`src/rtl/led_dim_params.svh`:
```
// timing, geometry and table constants for the led burst dimming controller
`ifndef LED_DIM_PARAMS_SVH
`define LED_DIM_PARAMS_SVH
// ************************************************************
// clock and switching period
// ************************************************************
`define CLK_MHZ          100
`define SW_PERIOD_NS     4000
`define SW_CYCLES        (`SW_PERIOD_NS * `CLK_MHZ / 1000)
`define CMP_PCT_1        20
`define CMP_PCT_2        40
`define CMP_PCT_3        60
`define CMP_PCT_4        80
// ************************************************************
// burst, flash, button and indicator timing
// ************************************************************
`define BURST_PERIOD_US  2500
`define FLASH_PERIOD_MS  100
`define FLASH_ON_MS      20
`define LONG_PRESS_MS    1000
`define DEBOUNCE_MS      10
`define SEQ_STEP_MS      250
`define DITHER_LEN       8
`define SOFT_BURSTS      250
// ************************************************************
// brightness and threshold ramp
// ************************************************************
`define LEVEL_W          7
`define LEVEL_MAX        7'h7f
`define THR_W            12
`define RAMP_BASE        12'h200
`define RAMP_STEP        12'h040
`endif

```
`src/rtl/led_dim_pkg.sv`:
```
// types shared by the led burst dimming controller
package led_dim_pkg;
  // operating modes, gray coded in the order off, auto, flash, manual
  typedef enum logic [1:0]
  {
    mode_off    = 2'b00,
    mode_auto   = 2'b01,
    mode_flash  = 2'b11,
    mode_manual = 2'b10
  } mode_t;
endpackage

```
`src/rtl/dither_rom.sv`:
```
// dither pattern table: one 8-bit pattern per fine brightness step
`timescale 1ns/100ps
module dither_rom
  import led_dim_pkg::*;
(
  // clock
  input  wire logic       clk,
  input  wire logic       nrst,
  // read port
  input  wire logic [2:0] addr,
  output logic      [7:0] data
);
  logic [7:0] table_val;

  // more set bits means more extra pulses in the 8-burst group
  always_comb
  begin
    unique case (addr)
      3'h0: table_val = 8'h00;
      3'h1: table_val = 8'h80;
      3'h2: table_val = 8'h88;
      3'h3: table_val = 8'ha4;
      3'h4: table_val = 8'haa;
      3'h5: table_val = 8'hd6;
      3'h6: table_val = 8'hee;
      3'h7: table_val = 8'hfe;
    endcase
  end

  // registered read data
  always_ff @(posedge clk or negedge nrst)
  begin
    if (!nrst)
      data <= 8'h00;
    else
      data <= table_val;
  end
endmodule

```
`src/rtl/led_burst_dimming_controller.sv`:
```
// burst mode current-controlled led dimmer with dither, ramp, soft start and button modes
`timescale 1ns/100ps
`include "led_dim_params.svh"
module led_burst_dimming_controller
  import led_dim_pkg::*;
#(
  parameter int BURST_CYCLES = `BURST_PERIOD_US * `CLK_MHZ,
  parameter int FLASH_CYCLES = `FLASH_PERIOD_MS * 1000 * `CLK_MHZ,
  parameter int FLASH_ON     = `FLASH_ON_MS * 1000 * `CLK_MHZ,
  parameter int LONG_CYCLES  = `LONG_PRESS_MS * 1000 * `CLK_MHZ,
  parameter int DEB_CYCLES   = `DEBOUNCE_MS * 1000 * `CLK_MHZ,
  parameter int SEQ_CYCLES   = `SEQ_STEP_MS * 1000 * `CLK_MHZ
)
(
  // clock and reset
  input  wire logic              clk,
  input  wire logic              nrst,
  // pins from outside
  input  wire logic              user_button,
  input  wire logic              current_comparator,
  // power stage
  output logic                   led_switch,
  output logic [`THR_W-1:0]      dac_threshold,
  output logic                   threshold_load,
  // indicators
  output logic                   increase_indicator,
  output logic                   decrease_indicator,
  output logic                   flash_indicator_a,
  output logic                   flash_indicator_b
);
  localparam logic [8:0] SW_LAST   = 9'(`SW_CYCLES - 1);
  localparam logic [8:0] RAMP_AT_1 = 9'(`SW_CYCLES * `CMP_PCT_1 / 100);
  localparam logic [8:0] RAMP_AT_2 = 9'(`SW_CYCLES * `CMP_PCT_2 / 100);
  localparam logic [8:0] RAMP_AT_3 = 9'(`SW_CYCLES * `CMP_PCT_3 / 100);
  localparam logic [8:0] RAMP_AT_4 = 9'(`SW_CYCLES * `CMP_PCT_4 / 100);
  // spacing of two ramp steps, used as a plain delay by the checks
  localparam int         RAMP_GAP  = `SW_CYCLES * (`CMP_PCT_2 - `CMP_PCT_1) / 100;

  mode_t             mode;
  logic [1:0]        btn_sync, cmp_sync;
  logic              btn_stable, long_done, short_press, long_press;
  logic [31:0]       deb_cnt, hold_cnt, flash_cnt, seq_cnt;
  logic [8:0]        sw_cnt;
  logic [31:0]       burst_cnt;
  logic              period_evt, burst_evt, seq_end, active;
  logic [2:0]        phase, ramp_idx, ramp_now;
  logic [7:0]        pattern, soft_cnt;
  logic [4:0]        pulses_left, next_pulses;
  logic [`LEVEL_W-1:0] level;
  logic              dir_up, blink;
  logic [3:0]        ring;
  logic [19:0]       scaled;

  // ************************************************************
  // input synchronisers and button classification
  // ************************************************************
  // both inputs are asynchronous to clk, so two flops before any use
  always_ff @(posedge clk or negedge nrst)
  begin
    if (!nrst)
    begin
      btn_sync <= 2'b00;
      cmp_sync <= 2'b00;
    end
    else
    begin
      btn_sync <= {btn_sync[0], user_button};
      cmp_sync <= {cmp_sync[0], current_comparator};
    end
  end

  // level must hold for the debounce time before it is believed
  always_ff @(posedge clk or negedge nrst)
  begin
    if (!nrst)
    begin
      deb_cnt    <= '0;
      btn_stable <= 1'b0;
    end
    else if (btn_sync[1] == btn_stable)
      deb_cnt <= '0;
    else if (deb_cnt >= 32'(DEB_CYCLES - 1))
    begin
      deb_cnt    <= '0;
      btn_stable <= btn_sync[1];
    end
    else
      deb_cnt <= deb_cnt + 32'h1;
  end

  // long press fires while still held, so manual entry does not wait for release
  always_ff @(posedge clk or negedge nrst)
  begin
    if (!nrst)
    begin
      hold_cnt <= '0;
      long_done <= 1'b0;
    end
    else if (!btn_stable)
    begin
      hold_cnt  <= '0;
      long_done <= 1'b0;
    end
    else if (!long_done)
    begin
      hold_cnt  <= hold_cnt + 32'h1;
      long_done <= (hold_cnt >= 32'(LONG_CYCLES - 1));
    end
  end

  assign long_press  = btn_stable && !long_done && (hold_cnt >= 32'(LONG_CYCLES - 1));
  assign short_press = !btn_stable && !long_done && (hold_cnt != '0);

  // ************************************************************
  // mode state machine
  // ************************************************************
  always_ff @(posedge clk or negedge nrst)
  begin
    if (!nrst)
      mode <= mode_off;
    else if (long_press)
      mode <= mode_manual;
    else if (short_press)
    begin
      unique case (mode)
        mode_off:    mode <= mode_auto;
        mode_auto:   mode <= mode_flash;
        mode_flash:  mode <= mode_off;
        mode_manual: mode <= mode_off;
      endcase
    end
  end

  // ************************************************************
  // switching period, compare events and burst timing
  // ************************************************************
  assign period_evt = (sw_cnt == 9'h000);
  assign burst_evt  = period_evt && (burst_cnt == '0);
  assign seq_end    = burst_evt && (phase == 3'h7);

  always_ff @(posedge clk or negedge nrst)
  begin
    if (!nrst)
      sw_cnt <= '0;
    else
      sw_cnt <= (sw_cnt == SW_LAST) ? 9'h000 : sw_cnt + 9'h001;
  end

  // burst counter steps once per switching period: 625 periods make 2.5 ms
  always_ff @(posedge clk or negedge nrst)
  begin
    if (!nrst)
      burst_cnt <= '0;
    else if (sw_cnt == SW_LAST)
      burst_cnt <= (burst_cnt >= 32'(BURST_CYCLES / `SW_CYCLES - 1)) ? '0
                   : burst_cnt + 32'h1;
  end

  always_ff @(posedge clk or negedge nrst)
  begin
    if (!nrst)
      phase <= '0;
    else if (burst_evt)
      phase <= phase + 3'h1;
  end

  // ************************************************************
  // pulse scheduling and the switch
  // ************************************************************
  assign active = (mode == mode_auto) || (mode == mode_manual)
                  || ((mode == mode_flash) && (flash_cnt < 32'(FLASH_ON)));

  dither_rom u_dither
  (
    .clk  (clk),
    .nrst (nrst),
    .addr (level[2:0]),
    .data (pattern)
  );

  // one ignition pulse per burst plus coarse steps, plus one dither pulse when the pattern bit for the phase is set
  always_comb
  begin
    next_pulses = 5'({1'b0, level[`LEVEL_W-1:3]}) + 5'({4'h0, pattern[phase]});
  end

  always_ff @(posedge clk or negedge nrst)
  begin
    if (!nrst)
      pulses_left <= '0;
    else if (!active)
      pulses_left <= '0;
    else if (burst_evt)
      pulses_left <= next_pulses;
    else if (period_evt && pulses_left != '0)
      pulses_left <= pulses_left - 5'h01;
  end

  // a period event that starts a pulse wins over a comparator trip landing in the same cycle
  always_ff @(posedge clk or negedge nrst)
  begin
    if (!nrst)
      led_switch <= 1'b0;
    else if (!active)
      led_switch <= 1'b0;
    else if (burst_evt || (period_evt && pulses_left != '0))
      led_switch <= 1'b1;
    else if (cmp_sync[1])
      led_switch <= 1'b0;
  end

  // ************************************************************
  // threshold ramp with soft start
  // ************************************************************
  always_ff @(posedge clk or negedge nrst)
  begin
    if (!nrst)
      soft_cnt <= '0;
    else if (!active)
      soft_cnt <= '0;
    else if (burst_evt && soft_cnt < 8'(`SOFT_BURSTS))
      soft_cnt <= soft_cnt + 8'h01;
  end

  always_comb
  begin
    // the period start always takes the foot of the ramp, never the last step
    ramp_now = period_evt ? 3'h0 : ramp_idx;
    scaled   = 20'(`RAMP_BASE + 12'(ramp_now) * `RAMP_STEP) * 20'(soft_cnt);
  end

  // one step per event; the latency of the table is a single cycle
  always_ff @(posedge clk or negedge nrst)
  begin
    if (!nrst)
    begin
      ramp_idx       <= '0;
      dac_threshold  <= '0;
      threshold_load <= 1'b0;
    end
    else
    begin
      threshold_load <= 1'b0;
      if (period_evt || sw_cnt == RAMP_AT_1 || sw_cnt == RAMP_AT_2
          || sw_cnt == RAMP_AT_3 || sw_cnt == RAMP_AT_4)
      begin
        ramp_idx       <= period_evt ? 3'h1 : ramp_idx + 3'h1;
        dac_threshold  <= `THR_W'(scaled / 20'(`SOFT_BURSTS));
        threshold_load <= 1'b1;
      end
    end
  end

  // ************************************************************
  // brightness sweep
  // ************************************************************
  // sweep steps change level only at the end of an 8-burst group so patterns stay whole
  always_ff @(posedge clk or negedge nrst)
  begin
    if (!nrst)
    begin
      level  <= '0;
      dir_up <= 1'b1;
    end
    else if (mode == mode_off || (mode != mode_manual && long_press))
    begin
      level  <= '0;
      dir_up <= 1'b1;
    end
    else if (mode == mode_manual && long_press)
      dir_up <= !dir_up;
    else if (mode == mode_flash)
      level  <= `LEVEL_MAX;
    else if (seq_end && dir_up && level != `LEVEL_MAX)
      level  <= level + `LEVEL_W'(1);
    else if (seq_end && !dir_up && level != '0)
      level  <= level - `LEVEL_W'(1);
    else if (seq_end && mode == mode_auto)
      dir_up <= !dir_up;
  end

  // ************************************************************
  // flash timing and indicators
  // ************************************************************
  always_ff @(posedge clk or negedge nrst)
  begin
    if (!nrst)
      flash_cnt <= '0;
    else if (mode != mode_flash || flash_cnt >= 32'(FLASH_CYCLES - 1))
      flash_cnt <= '0;
    else
      flash_cnt <= flash_cnt + 32'h1;
  end

  always_ff @(posedge clk or negedge nrst)
  begin
    if (!nrst)
    begin
      seq_cnt <= '0;
      ring    <= 4'h1;
    end
    else if (seq_cnt >= 32'(SEQ_CYCLES - 1))
    begin
      seq_cnt <= '0;
      ring    <= {ring[2:0], ring[3]};
    end
    else
      seq_cnt <= seq_cnt + 32'h1;
  end

  // blink toggles each dither group while manual dimming sits at an end stop
  always_ff @(posedge clk or negedge nrst)
  begin
    if (!nrst)
      blink <= 1'b0;
    else if (mode == mode_manual && seq_end
             && (dir_up ? level == `LEVEL_MAX : level == '0))
      blink <= !blink;
    else if (mode != mode_manual || long_press)
      blink <= 1'b0;
  end

  always_ff @(posedge clk or negedge nrst)
  begin
    if (!nrst)
    begin
      increase_indicator <= 1'b0;
      decrease_indicator <= 1'b0;
      flash_indicator_a  <= 1'b0;
      flash_indicator_b  <= 1'b0;
    end
    else
    begin
      increase_indicator <= (mode == mode_off) ? ring[0]
                          : (mode != mode_flash) && dir_up && !blink;
      decrease_indicator <= (mode == mode_off) ? ring[3]
                          : (mode != mode_flash) && !dir_up && !blink;
      flash_indicator_a  <= (mode == mode_off) ? ring[1]
                          : (mode == mode_flash) && active;
      flash_indicator_b  <= (mode == mode_off) ? ring[2]
                          : (mode == mode_flash) && active;
    end
  end
endmodule

```
`config.mk`:
```
export PLATFORM = sky130hd
export DESIGN_NAME = led_burst_dimming_controller
export DESIGN_NICKNAME = d
export VERILOG_FILES = /design/src/rtl/led_dim_pkg.sv /design/src/rtl/dither_rom.sv /design/src/rtl/led_burst_dimming_controller.sv
export VERILOG_INCLUDE_DIRS = /design/src /design/src/rtl
export SDC_FILE = /design/constraint.sdc
export NUM_CORES = 1
export LEC_CHECK = 0
export ABC_AREA = 0
export BUFFER_PORTS_ARGS = -buffer_cell sky130_fd_sc_hd__buf_4
export CELL_PAD_IN_SITES_DETAIL_PLACEMENT = 0
export CELL_PAD_IN_SITES_GLOBAL_PLACEMENT = 2
export CORE_ASPECT_RATIO = 0.6
export CORE_MARGIN = 1.5
export CORE_UTILIZATION = 35
export CTS_CLUSTER_DIAMETER = 30
export DETAILED_ROUTE_END_ITERATION = 6
export GPL_TIMING_DRIVEN = 1
export MAX_ROUTING_LAYER = met4
export PLACE_DENSITY = 0.73
export SETUP_SLACK_MARGIN = 0.15
export SLEW_MARGIN = 20
export SYNTH_ARGS = -nofsm -noshare
export SYNTH_HDL_FRONTEND = slang
export SYNTH_SLANG_ARGS = --single-unit
```
`constraint.sdc`:
```
create_clock -name clk -period 12.4 [get_ports clk]
set_clock_uncertainty 0.1 [all_clocks]
set_input_delay 3.72 -clock clk [delete_from_list [all_inputs] [get_ports clk]]
set_output_delay 3.72 -clock clk [all_outputs]
set_load 0.05 [all_outputs]
```
Word-level counts from Yosys, hierarchy flattened
Memories as Yosys holds them, arrays and structs flattened. A register that Yosys moved wholly into a read port is not among the register bits.
Cells that the tools add are included.
Storage, ports and cells
  register bits: 235
  bits in read-only memories: 56
  input bits: 4
  output and inout bits: 18
  logic and storage cells: 172
  memories kept: 1
Memory list
  (no name shown): depth 8, width 7, read ports 1, clocked after Yosys merged registers in 1, write ports 0, RTL line dither_rom.sv:18  | unique case (addr)
Operators by class
  add/subtract/negate cells: 14
  multipliers: 1
  divide/modulo/power cells: 1
  magnitude comparators: 8
  equal/unequal tests: 22
  multiplexer cells: 44
  bitwise logic cells: 1
  reductions and logical operators: 53
Operators with widths (number)
  32-bit two-way mux: 7
  32-bit by 1-bit adder with 32-bit output, second input constant: 5
  7-bit two-way mux: 5
  32-bit by 10-bit >= comparator with 1-bit output, second input constant: 1
  32-bit by 20-bit >= comparator with 1-bit output, second input constant: 1
  32-bit by 24-bit >= comparator with 1-bit output, second input constant: 1
  32-bit by 25-bit >= comparator with 1-bit output, second input constant: 1
  32-bit by 27-bit >= comparator with 1-bit output, second input constant: 1
  32-bit logical NOT: 1
  32-bit by 21-bit less-than comparator with 1-bit output, second input constant: 1
  32-bit nonzero test: 1
  1-bit logical AND: 23
  20-bit by 8-bit divider with 20-bit output, second input constant: 1
  1-bit two-way mux: 20
  11-bit by 8-bit multiplier with 19-bit output: 1
  9-bit by 8-bit == test with 1-bit output, second input constant: 2
  9-bit == test, second input constant: 2
  8-bit two-way mux: 2
  5-bit two-way mux: 3
  10-bit by 9-bit adder with 11-bit output, first input constant: 1
  1-bit logical OR: 10
  9-bit by 1-bit adder with 9-bit output, second input constant: 1
  9-bit by 7-bit == test with 1-bit output, second input constant: 1
  9-bit logical NOT: 1
  other kinds (35): 51

Logic depth before layout (Yosys ltp)
Gate-level depths: netlist of run 1.
  depth in word-level cells: 10
  depth in mapped cells: 58
  gate-level depth less buffers: 49

Cells and area by module
A second synthesis of run 1 with hierarchy kept.
Unflattened totals
  cell total of the unflattened synthesis: 1653
  area total of the unflattened synthesis: 15217.1 um2
Modules (own cells, without submodules)
  led_burst_dimming_controller: instances 1, cells an instance 1637, area an instance 14974.4 um2, sequential area each 5683.0 um2
  dither_rom: instances 1, cells an instance 16, area an instance 242.7 um2, sequential area each 175.2 um2

Worst setup path before layout of run 1
Ideal clock, no wire load.
  path kind: register to register
  start point: register sw_cnt[0]
  end point: register dac_threshold[0]
  library setup time: 84 ps
  data arrival time: 12585 ps
  data required time: 12216 ps
  slack: -369 ps
  stages on the path, launching flop included: 54
  path buffers: 6
  period minus slack after synthesis: 12769 ps
  path through: dfrtp_1 > inv_1 > ha_1 > nor3b_1 > nand3_1 > clkbuf_1 > nand3_1 > fa_1 > fa_1 > inv_1 > fa_1 > ha_1 > ha_1 > and3_1 > a221oi_2 > mux2_4 > or2_1 > buf_4 > (+18 left out) > or2_1 > buf_6 > o21ai_1 > ha_1 > o311ai_4 > nor3_2 > nand2b_1 > clkbuf_1 > ha_1 > nor2b_1 > o21ai_0 > or4_4 > a211oi_2 > a211oi_2 > or4_4 > o211a_1 > a311o_1 > a41oi_2
On the way
  word-level cells in the longest chain between the ends: 5
  elaborated cells between the ends (all ways): 13
  those cells by class: 1 x add/sub; 1 x mul; 1 x div; 4 x eq/ne; 1 x mux; 5 x reduce/logical
Ends and longest elaborated chain
  from (decl): RTL line led_burst_dimming_controller.sv:43  | logic [8:0] sw_cnt;
  from (signal assigned): RTL line led_burst_dimming_controller.sv:146  | sw_cnt <= (sw_cnt == SW_LAST) ? 9'h000 : sw_cnt + 9'h001;
  9-bit logical NOT or 9-bit by 7-bit == test with 1-bit output (tied branches): RTL line led_burst_dimming_controller.sv:137, led_burst_dimming_controller.sv:244
  3-bit two-way mux or 1-bit logical OR (tied branches): RTL line led_burst_dimming_controller.sv:228, led_burst_dimming_controller.sv:244
  10-bit by 9-bit adder with 11-bit output (no source line) or 1-bit logical OR (tied branches)
  11-bit by 8-bit multiplier with 19-bit output or 1-bit logical OR (tied branches): RTL line led_burst_dimming_controller.sv:229, led_burst_dimming_controller.sv:245
  20-bit by 8-bit divider with 20-bit output or 1-bit logical OR (tied branches): RTL line led_burst_dimming_controller.sv:248, led_burst_dimming_controller.sv:245
  to (signal assigned): RTL line led_burst_dimming_controller.sv:248  | dac_threshold <= `THR_W'(scaled / 20'(`SOFT_BURSTS));
  to (decl): RTL line led_burst_dimming_controller.sv:23  | output logic [`THR_W-1:0] dac_threshold,
Parallel ways exist; a longest one is shown, timed or not.
A chain may end at the register's enable or synchronous reset.

Worst setup path after layout of run 1
Same ends and word-level chain as after synthesis.

==> results.py, run 1 <==
metrics = {
    "clock_network": {
        "root_buffer": "clkbuf_16",
        "holdBufCountCts": 0,
        "cts_tree": "yes",
        "cts_buffer_depth": 3,
        "cts_sinks": 234,
        "h-tree-depth": 2,
        "clock_latency_ns": 0.56,
        "path_clk_slew_ns": 0.05,
        "numCtsBuffers": 50,
    },
    "global_route": {
        "overflow": 0,
        "grt_pass1_vias": 11600,
        "grt_pass1_wl_um": 62100,
        "grt_usage_pct": 17.5,
        "grt_max_degree": 100,
        "antenna_found_initial": 0,
    },
    "synthesis": {
        "yosys_warnings": 0,
        "synth-seq-cells": 234,
        "netlist_area_sq_um": 15000,
        "synthArstFlopShare_pct": 100,
        "synth_top_area_share_pct": 38.8,
        "synthFlopType": "dfrtp_1",
        "seq_area_frac_synth_pct": 39.1,
        "synth_edf_count": 0,
        "avgSynthCellArea_sq_um": 9.16,
        "yosys.area.top_type": "dfrtp_1",
        "synthCells": 1634,
        "synth_cell_types": 107,
        "yosys-top-cells-area": "dfrtp_1, nor2_1, ha_1",
    },
    "timing": {
        "tightest_slew_ns": 1.01,
        "period_needed_ns": 11.98,
        "timing.hold.ws_ns": 0.239,
        "setup_viol": 0,
        "hold_viol_final": 0,
        "maxSlewHeadroom_pct": 33.0,
        "layout_worst_path_cycle_share_pct": 96.6,
        "fmax_mhz": 83.5,
        "rsz0062_at_grt": "true",
        "fin_setup_tns_ns": 0,
        "drv_slew": 0,
    },
    "pwr": {
        "p_sw_w": 0.000643,
        "p_int_w": 0.00186,
        "swShare_pct": 25.6,
        "cellLeakagePower_nw": 8.21,
        "ir_drop_mv": 0.112,
        "powerDensity_nw_per_um2": 135,
        "power_frac_clock_pct": 56.9,
        "power_frac_seq_pct": 33.6,
        "combPwrFrac_pct": 9.5,
    },
    "critical_path": {
        "endpoint_kind": "flip-flop",
        "cpMaxStageDelayCell": "or4_4",
        "reg2reg_from": "sw_cnt[0]$_DFF_PN0_",
        "reg2reg_slack_ns": 0.42,
        "max_stage_delay_ns": 0.55,
        "rr_endpoint": "dac_threshold[0]$_DFFE_PN0P_",
        "critPathLaunchType": "flip-flop",
        "required_ns": 12.79,
        "worstRegToRegCells": 48,
        "crit_top_cell": "ha_1",
        "crit_fanout": 9,
        "path_class": "reg -> reg",
        "cp.arrival_ns": 12.37,
    },
    "place": {
        "globalplace.congestion": 0.938,
        "portBuffers": 21,
        "dp.cells": 2256,
        "place_hpwl_um": 26700,
    },
    "finish": {
        "post-route-util_pct": 44.0,
        "syn_to_final_growth_pct": 23.6,
        "regArea_sq_um": 5860,
        "drive_gt1_share_pct": 17.1,
        "fill_cells": 4047,
        "fin_cells": 2368,
        "multiInputGateArea_sq_um": 9080,
        "nNetsFinal": 1841,
        "num_antenna_cells": 0,
    },
    "drt": {
        "routed_wl_um": 37700,
        "vias": 12500,
        "dr.pass1.iters": 5,
        "via_per_inst": 5.26,
        "antenna_left": 0,
        "route.detailed.wl_per_inst_um": 15.9,
        "drtIter0Drc": 1054,
        "drc": 0,
    },
    "hold_path": {
        "whs_endpoint": "btn_sync[1]$_DFF_PN0_",
        "worstHoldStart": "btn_sync[0]$_DFF_PN0_",
        "min_path_cells": 0,
        "hp-class": "reg -> reg",
    },
    "floorplanning": {
        "die_w_um": 270,
        "dieArea_sq_um": 44100,
        "initial_core_util_pct": 35.6,
        "design.portCount": 22,
        "die_y_um": 163,
        "fp-row-count": 58,
        "core-area_sq_um": 42000,
    },
    "job": {
        "maxCapViolCount": 0,
    },
    "run_status": {
        "outcome": "completed",
    },
}
-- routing by layer --
metal  vias up  global-route usage (%)  share of wire (%)
li1       6157                       -                  -
met1      5986                    28.7                 57
met2       261                    21.1                 36
met3        56                    3.26                5.2
met4         0                    3.78                1.6
met5         -                       -                  0
-- repair_timing --
item,in CTS,in global routing
gates resized for setup,17,36
setup endpoints to repair,2,3
buffers inserted,6,11
endpoints found under the hold margin,0,0
pin swaps,3,9
gates cloned,0,1
-- stage by stage --
| step | power (W) | cell area, sq um | setup slack [ns] |
|---|---|---|---|
| global route | 0.00262 | 18500 | -0.107 |
| CTS | 0.00255 | 18200 | 0.151 |
| floorplan | 0.00101 | 15200 | 0.202 |
| global placement | 0.00109 | 16200 | 0.0969 |
| finish | 0.00251 | 18500 | 0.419 |
| detailed placement | 0.00109 | 16200 | -0.0813 |
-- layout by cell type, fill, tap and decap left out, types with 52 or more instances in the layout --
cell type and instances:
dfrtp_1 232, buf_4 103, nand2_1 103, inv_1 53, and3_1 70, o21ai_0 52
a21oi_1 61, nor2_1 224, ha_1 65, xnor2_1 69, nand3_1 78, xor2_1 62
-- kinds of logic (layout without fill, tap and decap cells) --
kind of cell	after synthesis	count (layout)	synth area share, %
adder cells (fa/ha/maj)	80	80	7.32
other	1	27	0.0251
XOR/XNOR	135	135	7.90
AO/OA/AOI/OAI	325	325	16.0
multiplexers	29	29	2.21
buffers and inverters	115	252	3.28
AND/OR/NAND/NOR	715	716	24.1
flip-flops	234	234	39.1
-- how the worst max path moves through the flow --
| stage | start | endpoint | depth (start not counted) |
|---|---|---|---|
| 2_1_floorplan | sw_cnt[0]$_DFF_PN0_ | dac_threshold[0]$_DFFE_PN0P_ | 54 |
| 3_3_place_gp | sw_cnt[0]$_DFF_PN0_ | dac_threshold[0]$_DFFE_PN0P_ | 44 |
| 3_5_place_dp | sw_cnt[0]$_DFF_PN0_ | dac_threshold[0]$_DFFE_PN0P_ | 48 |
| 4_1_cts | sw_cnt[0]$_DFF_PN0_ | dac_threshold[0]$_DFFE_PN0P_ | 49 |
| 5_1_grt | sw_cnt[0]$_DFF_PN0_ | dac_threshold[0]$_DFFE_PN0P_ | 48 |
| 6_report | sw_cnt[0]$_DFF_PN0_ | dac_threshold[0]$_DFFE_PN0P_ | 48 |
-- worst max-delay path: cells and delay by family (launching register included) --
kind,cells,cell delay [ns]
AOI/OAI and AO/OA,15,2.71
xor gates and xnor gates,2,0.31
adders and majority gates,9,2.84
buffers and inverters,5,0.49
DFF,1,0.41
muxes,1,0.36
and+or+nand+nor,16,4.69
-- area by class of cell --
| type | count | area share, % |
|---|---|---|
| clock buffer | 59 | 7.27 |
| clock inverter | 33 | 2.62 |
| inverter | 53 | 1.08 |
| multi-input combinational | 1312 | 49.1 |
| sequential | 234 | 31.7 |
| tap | 570 | 3.85 |
| timing repair buffer | 107 | 4.44 |
-- flip-flops by register name, summed over array words and instances (netlist names), 4 cells and up --
signal and count:
burst_cnt 32, dac_threshold 12, deb_cnt 32, flash_cnt 32, hold_cnt 32, level 7, pulses_left 5, ring 4
seq_cnt 32, soft_cnt 8, sw_cnt 9, u_dither.data 7
-- synthesized netlist by cell type, types with 6 or more instances --
library cell	count
a31oi_1	25
o211ai_1	7
o21ai_0	54
a21oi_1	65
mux2_2	15
nor2b_1	14
or4_1	9
and4_1	7
nand3_1	83
dfrtp_1	232
nor3_1	34
or3_1	16
o31ai_1	13
xnor2_1	72
nor4_1	23
xor2_1	63
and2_1	46
o21ai_1	6
a211oi_1	22
nor2_1	226
mux2i_1	10
fa_1	13
nand4_1	36
ha_1	66
a21o_1	11
buf_2	8
nand2b_1	12
clkbuf_1	42
o21a_1	10
a211o_1	8
a41oi_1	6
and3_1	71
nand2_1	103
inv_1	53
-- power by group through the flow --
stage / combinational, W / clock [W] / sequential (W)
final: 0.000239 / 0.00143 / 0.000841
after global routing: 0.000271 / 0.00151 / 0.000847
after CTS: 0.000241 / 0.00147 / 0.000841
after detailed placement: 0.000240 / 0 / 0.000853
after global placement: 0.000236 / 0 / 0.000853
after floorplan: 0.000155 / 0 / 0.000854
Note: power is estimated with default switching activity, not from simulation.
==> run 2: changes to the inputs <==
- BUFFER_PORTS_ARGS: -buffer_cell sky130_fd_sc_hd__buf_4 -> not set
- DONT_BUFFER_PORTS: not set -> 1
- PLACE_DENSITY: 0.73 -> 0.72
==> run 2 against run 1 <==
  * Core utilization grew 0.26 points
  * Cell count is essentially flat
  * Worst hold slack gained 0.010 ns
  * Die area is the same
  * Maximum frequency grew 0.98%
  * Sequential share of layout area shrank 0.18 points
  * Non-clock buffer count grew 3
  * Wire length grew 0.56%
  * Power shrank 3.1%
  * First-iteration DRC count shrank 8.4%
  * Via count shrank 0.17%
  * Setup slack gained 0.12 ns
  * Largest power group unchanged
  * Highest routed layer unchanged
==> results.py, run 2 (synthesis gave the netlist of run 1 again) <==
metrics = {
    "clock_network": {
        "cts_sinks": 234,
        "h-tree-depth": 2,
        "holdBufCountCts": 0,
        "cts_tree": "yes",
        "clock_latency_ns": 0.56,
        "cts_buffer_depth": 3,
        "root_buffer": "clkbuf_16",
        "numCtsBuffers": 48,
        "path_clk_slew_ns": 0.05,
    },
    "finish": {
        "design_area_sq_um": 18600,
        "final_cell_mix": "dfrtp_1, nor2_1, buf_4",
        "nNetsFinal": 1843,
        "drive_gt1_share_pct": 18.2,
        "syn_to_final_growth_pct": 24.3,
        "final_common_cell": "dfrtp_1",
    },
    "pwr": {
        "powerDensity_nw_per_um2": 131,
        "finalPower_w": 0.00243,
        "cellLeakagePower_nw": 8.21,
        "ir_drop_mv": 0.114,
    },
    "timing": {
        "period_needed_ns": 11.86,
        "maxSlewHeadroom_pct": 31.8,
        "hold_viol_final": 0,
        "drv_slew": 0,
        "tightest_slew_ns": 1.02,
        "rsz0062_at_grt": "false",
        "layout_worst_path_cycle_share_pct": 95.7,
        "fmax_mhz": 84.3,
        "setup_viol": 0,
    },
    "critical_path": {
        "critPathLaunchType": "flip-flop",
        "required_ns": 12.76,
        "max_stage_delay_ns": 0.54,
        "path_class": "reg -> reg",
        "crit_top_cell": "ha_1",
        "cpMaxStageDelayCell": "or4_4",
        "cp.arrival_ns": 12.22,
        "crit_fanout": 8,
        "endpoint_kind": "flip-flop",
    },
    "global_route": {
        "overflow": 0,
        "antenna_found_initial": 1,
        "grt_usage_pct": 17.7,
        "grt_pass1_wl_um": 62500,
        "grt_pass1_vias": 11700,
        "grt_max_degree": 235,
    },
    "place": {
        "portBuffers": 0,
        "postPlaceCellArea_sq_um": 16200,
        "place_hpwl_um": 26500,
        "globalplace.congestion": 0.851,
    },
    "drt": {
        "antenna_left": 0,
        "via_per_inst": 5.25,
        "route.detailed.wl_per_inst_um": 16.0,
        "routed_wl_um": 37900,
        "dr.pass1.iters": 5,
        "vias": 12400,
        "drtIter0Drc": 965,
        "drc": 0,
    },
    "floorplanning": {
        "initial_core_util_pct": 35.6,
        "core-area_sq_um": 42000,
        "design.portCount": 22,
        "dieArea_sq_um": 44100,
        "die_y_um": 163,
        "die_w_um": 270,
        "fp-row-count": 58,
    },
    "hold_path": {
        "hp-class": "reg -> reg",
    },
    "job": {
        "maxCapViolCount": 0,
    },
    "run_status": {
        "outcome": "completed",
    },
}
run 2: cell count changes in the layout (fill, tap and decap cells not counted), sizes merged:
| cell | change |
|---|---|
| inv | -6 |
| buf | +4 |
| clkinv | +3 |
| clkbuf | -2 |
| diode | +1 |
| nand3 | +1 |
run 2: worst max-delay path: cells and delay by family (launching register included):
family          cells  cell delay (ns)
simple gates       17             4.51
fa+ha+maj           9             2.79
compound gates     13             2.31
xor+xnor            3             0.68
buf+inv             6             0.62
flops               1             0.40
mux                 1             0.35
run 2: repair_timing:
action | 4_1_cts | 5_1_grt
cloned | 0 | 2
setup endpoints to repair | 2 | 3
setup buffers | 4 | 17
pin swaps | 2 | 22
gates resized for setup | 11 | 75
run 2: worst paths after layout:
kind                                            start                            to  slack (ns)  depth (start not counted)
worst min register to register  cmp_sync[0]$_DFF_PN0_         cmp_sync[1]$_DFF_PN0_        0.25                          0
worst max-delay path              sw_cnt[1]$_DFF_PN0_  dac_threshold[0]$_DFFE_PN0P_        0.54                         49
worst max register to register    sw_cnt[1]$_DFF_PN0_  dac_threshold[0]$_DFFE_PN0P_        0.54                         49
max in group asynchronous                        nrst     burst_cnt[25]$_DFFE_PN0N_        9.12                          0
min in group asynchronous                        nrst      hold_cnt[16]$_DFFE_PN0P_        2.76                          0
worst min-delay path            cmp_sync[0]$_DFF_PN0_         cmp_sync[1]$_DFF_PN0_        0.25                          0
run 2: power breakdown:
group / switching (W) / internal [W] / total [W]
sequential: 0.0000580 / 0.000803 / 0.000861
combinational: 0.000118 / 0.0000819 / 0.000200
clock: 0.000430 / 0.000939 / 0.00137
run 2: area by class of cell:
cell class	count	area, sq um
antenna	1	2.50
clock inverter	30	440
fill	4042	23400
multi-input combinational	1313	9260
timing repair buffer	110	833
sequential	234	5860
clock buffer	58	1310
inverter	53	199
tap	570	713
run 2: per-layer routing:
layer	GRT usage [%]	wire length, um	part of all wire (%)
met1	28.7	21700	57
met2	21.6	13900	37
met3	3.16	1810	4.8
met4	3.86	507	1.3
met5	-	0	0
run 2: stage by stage:
stage               hold slack (ns)  setup TNS (ns)  setup WS, ns  util [%]  instances
finish                        0.249               0         0.535      44.3       2369
detailed placement            0.239         -0.0707       -0.0707      38.7       2256
global placement              0.235               0         0.237      38.7       2256
global route                  0.269               0        0.0967      44.3       2368
floorplan                     0.231               0         0.202         -       1660
CTS                           0.254               0         0.160      43.0       2348
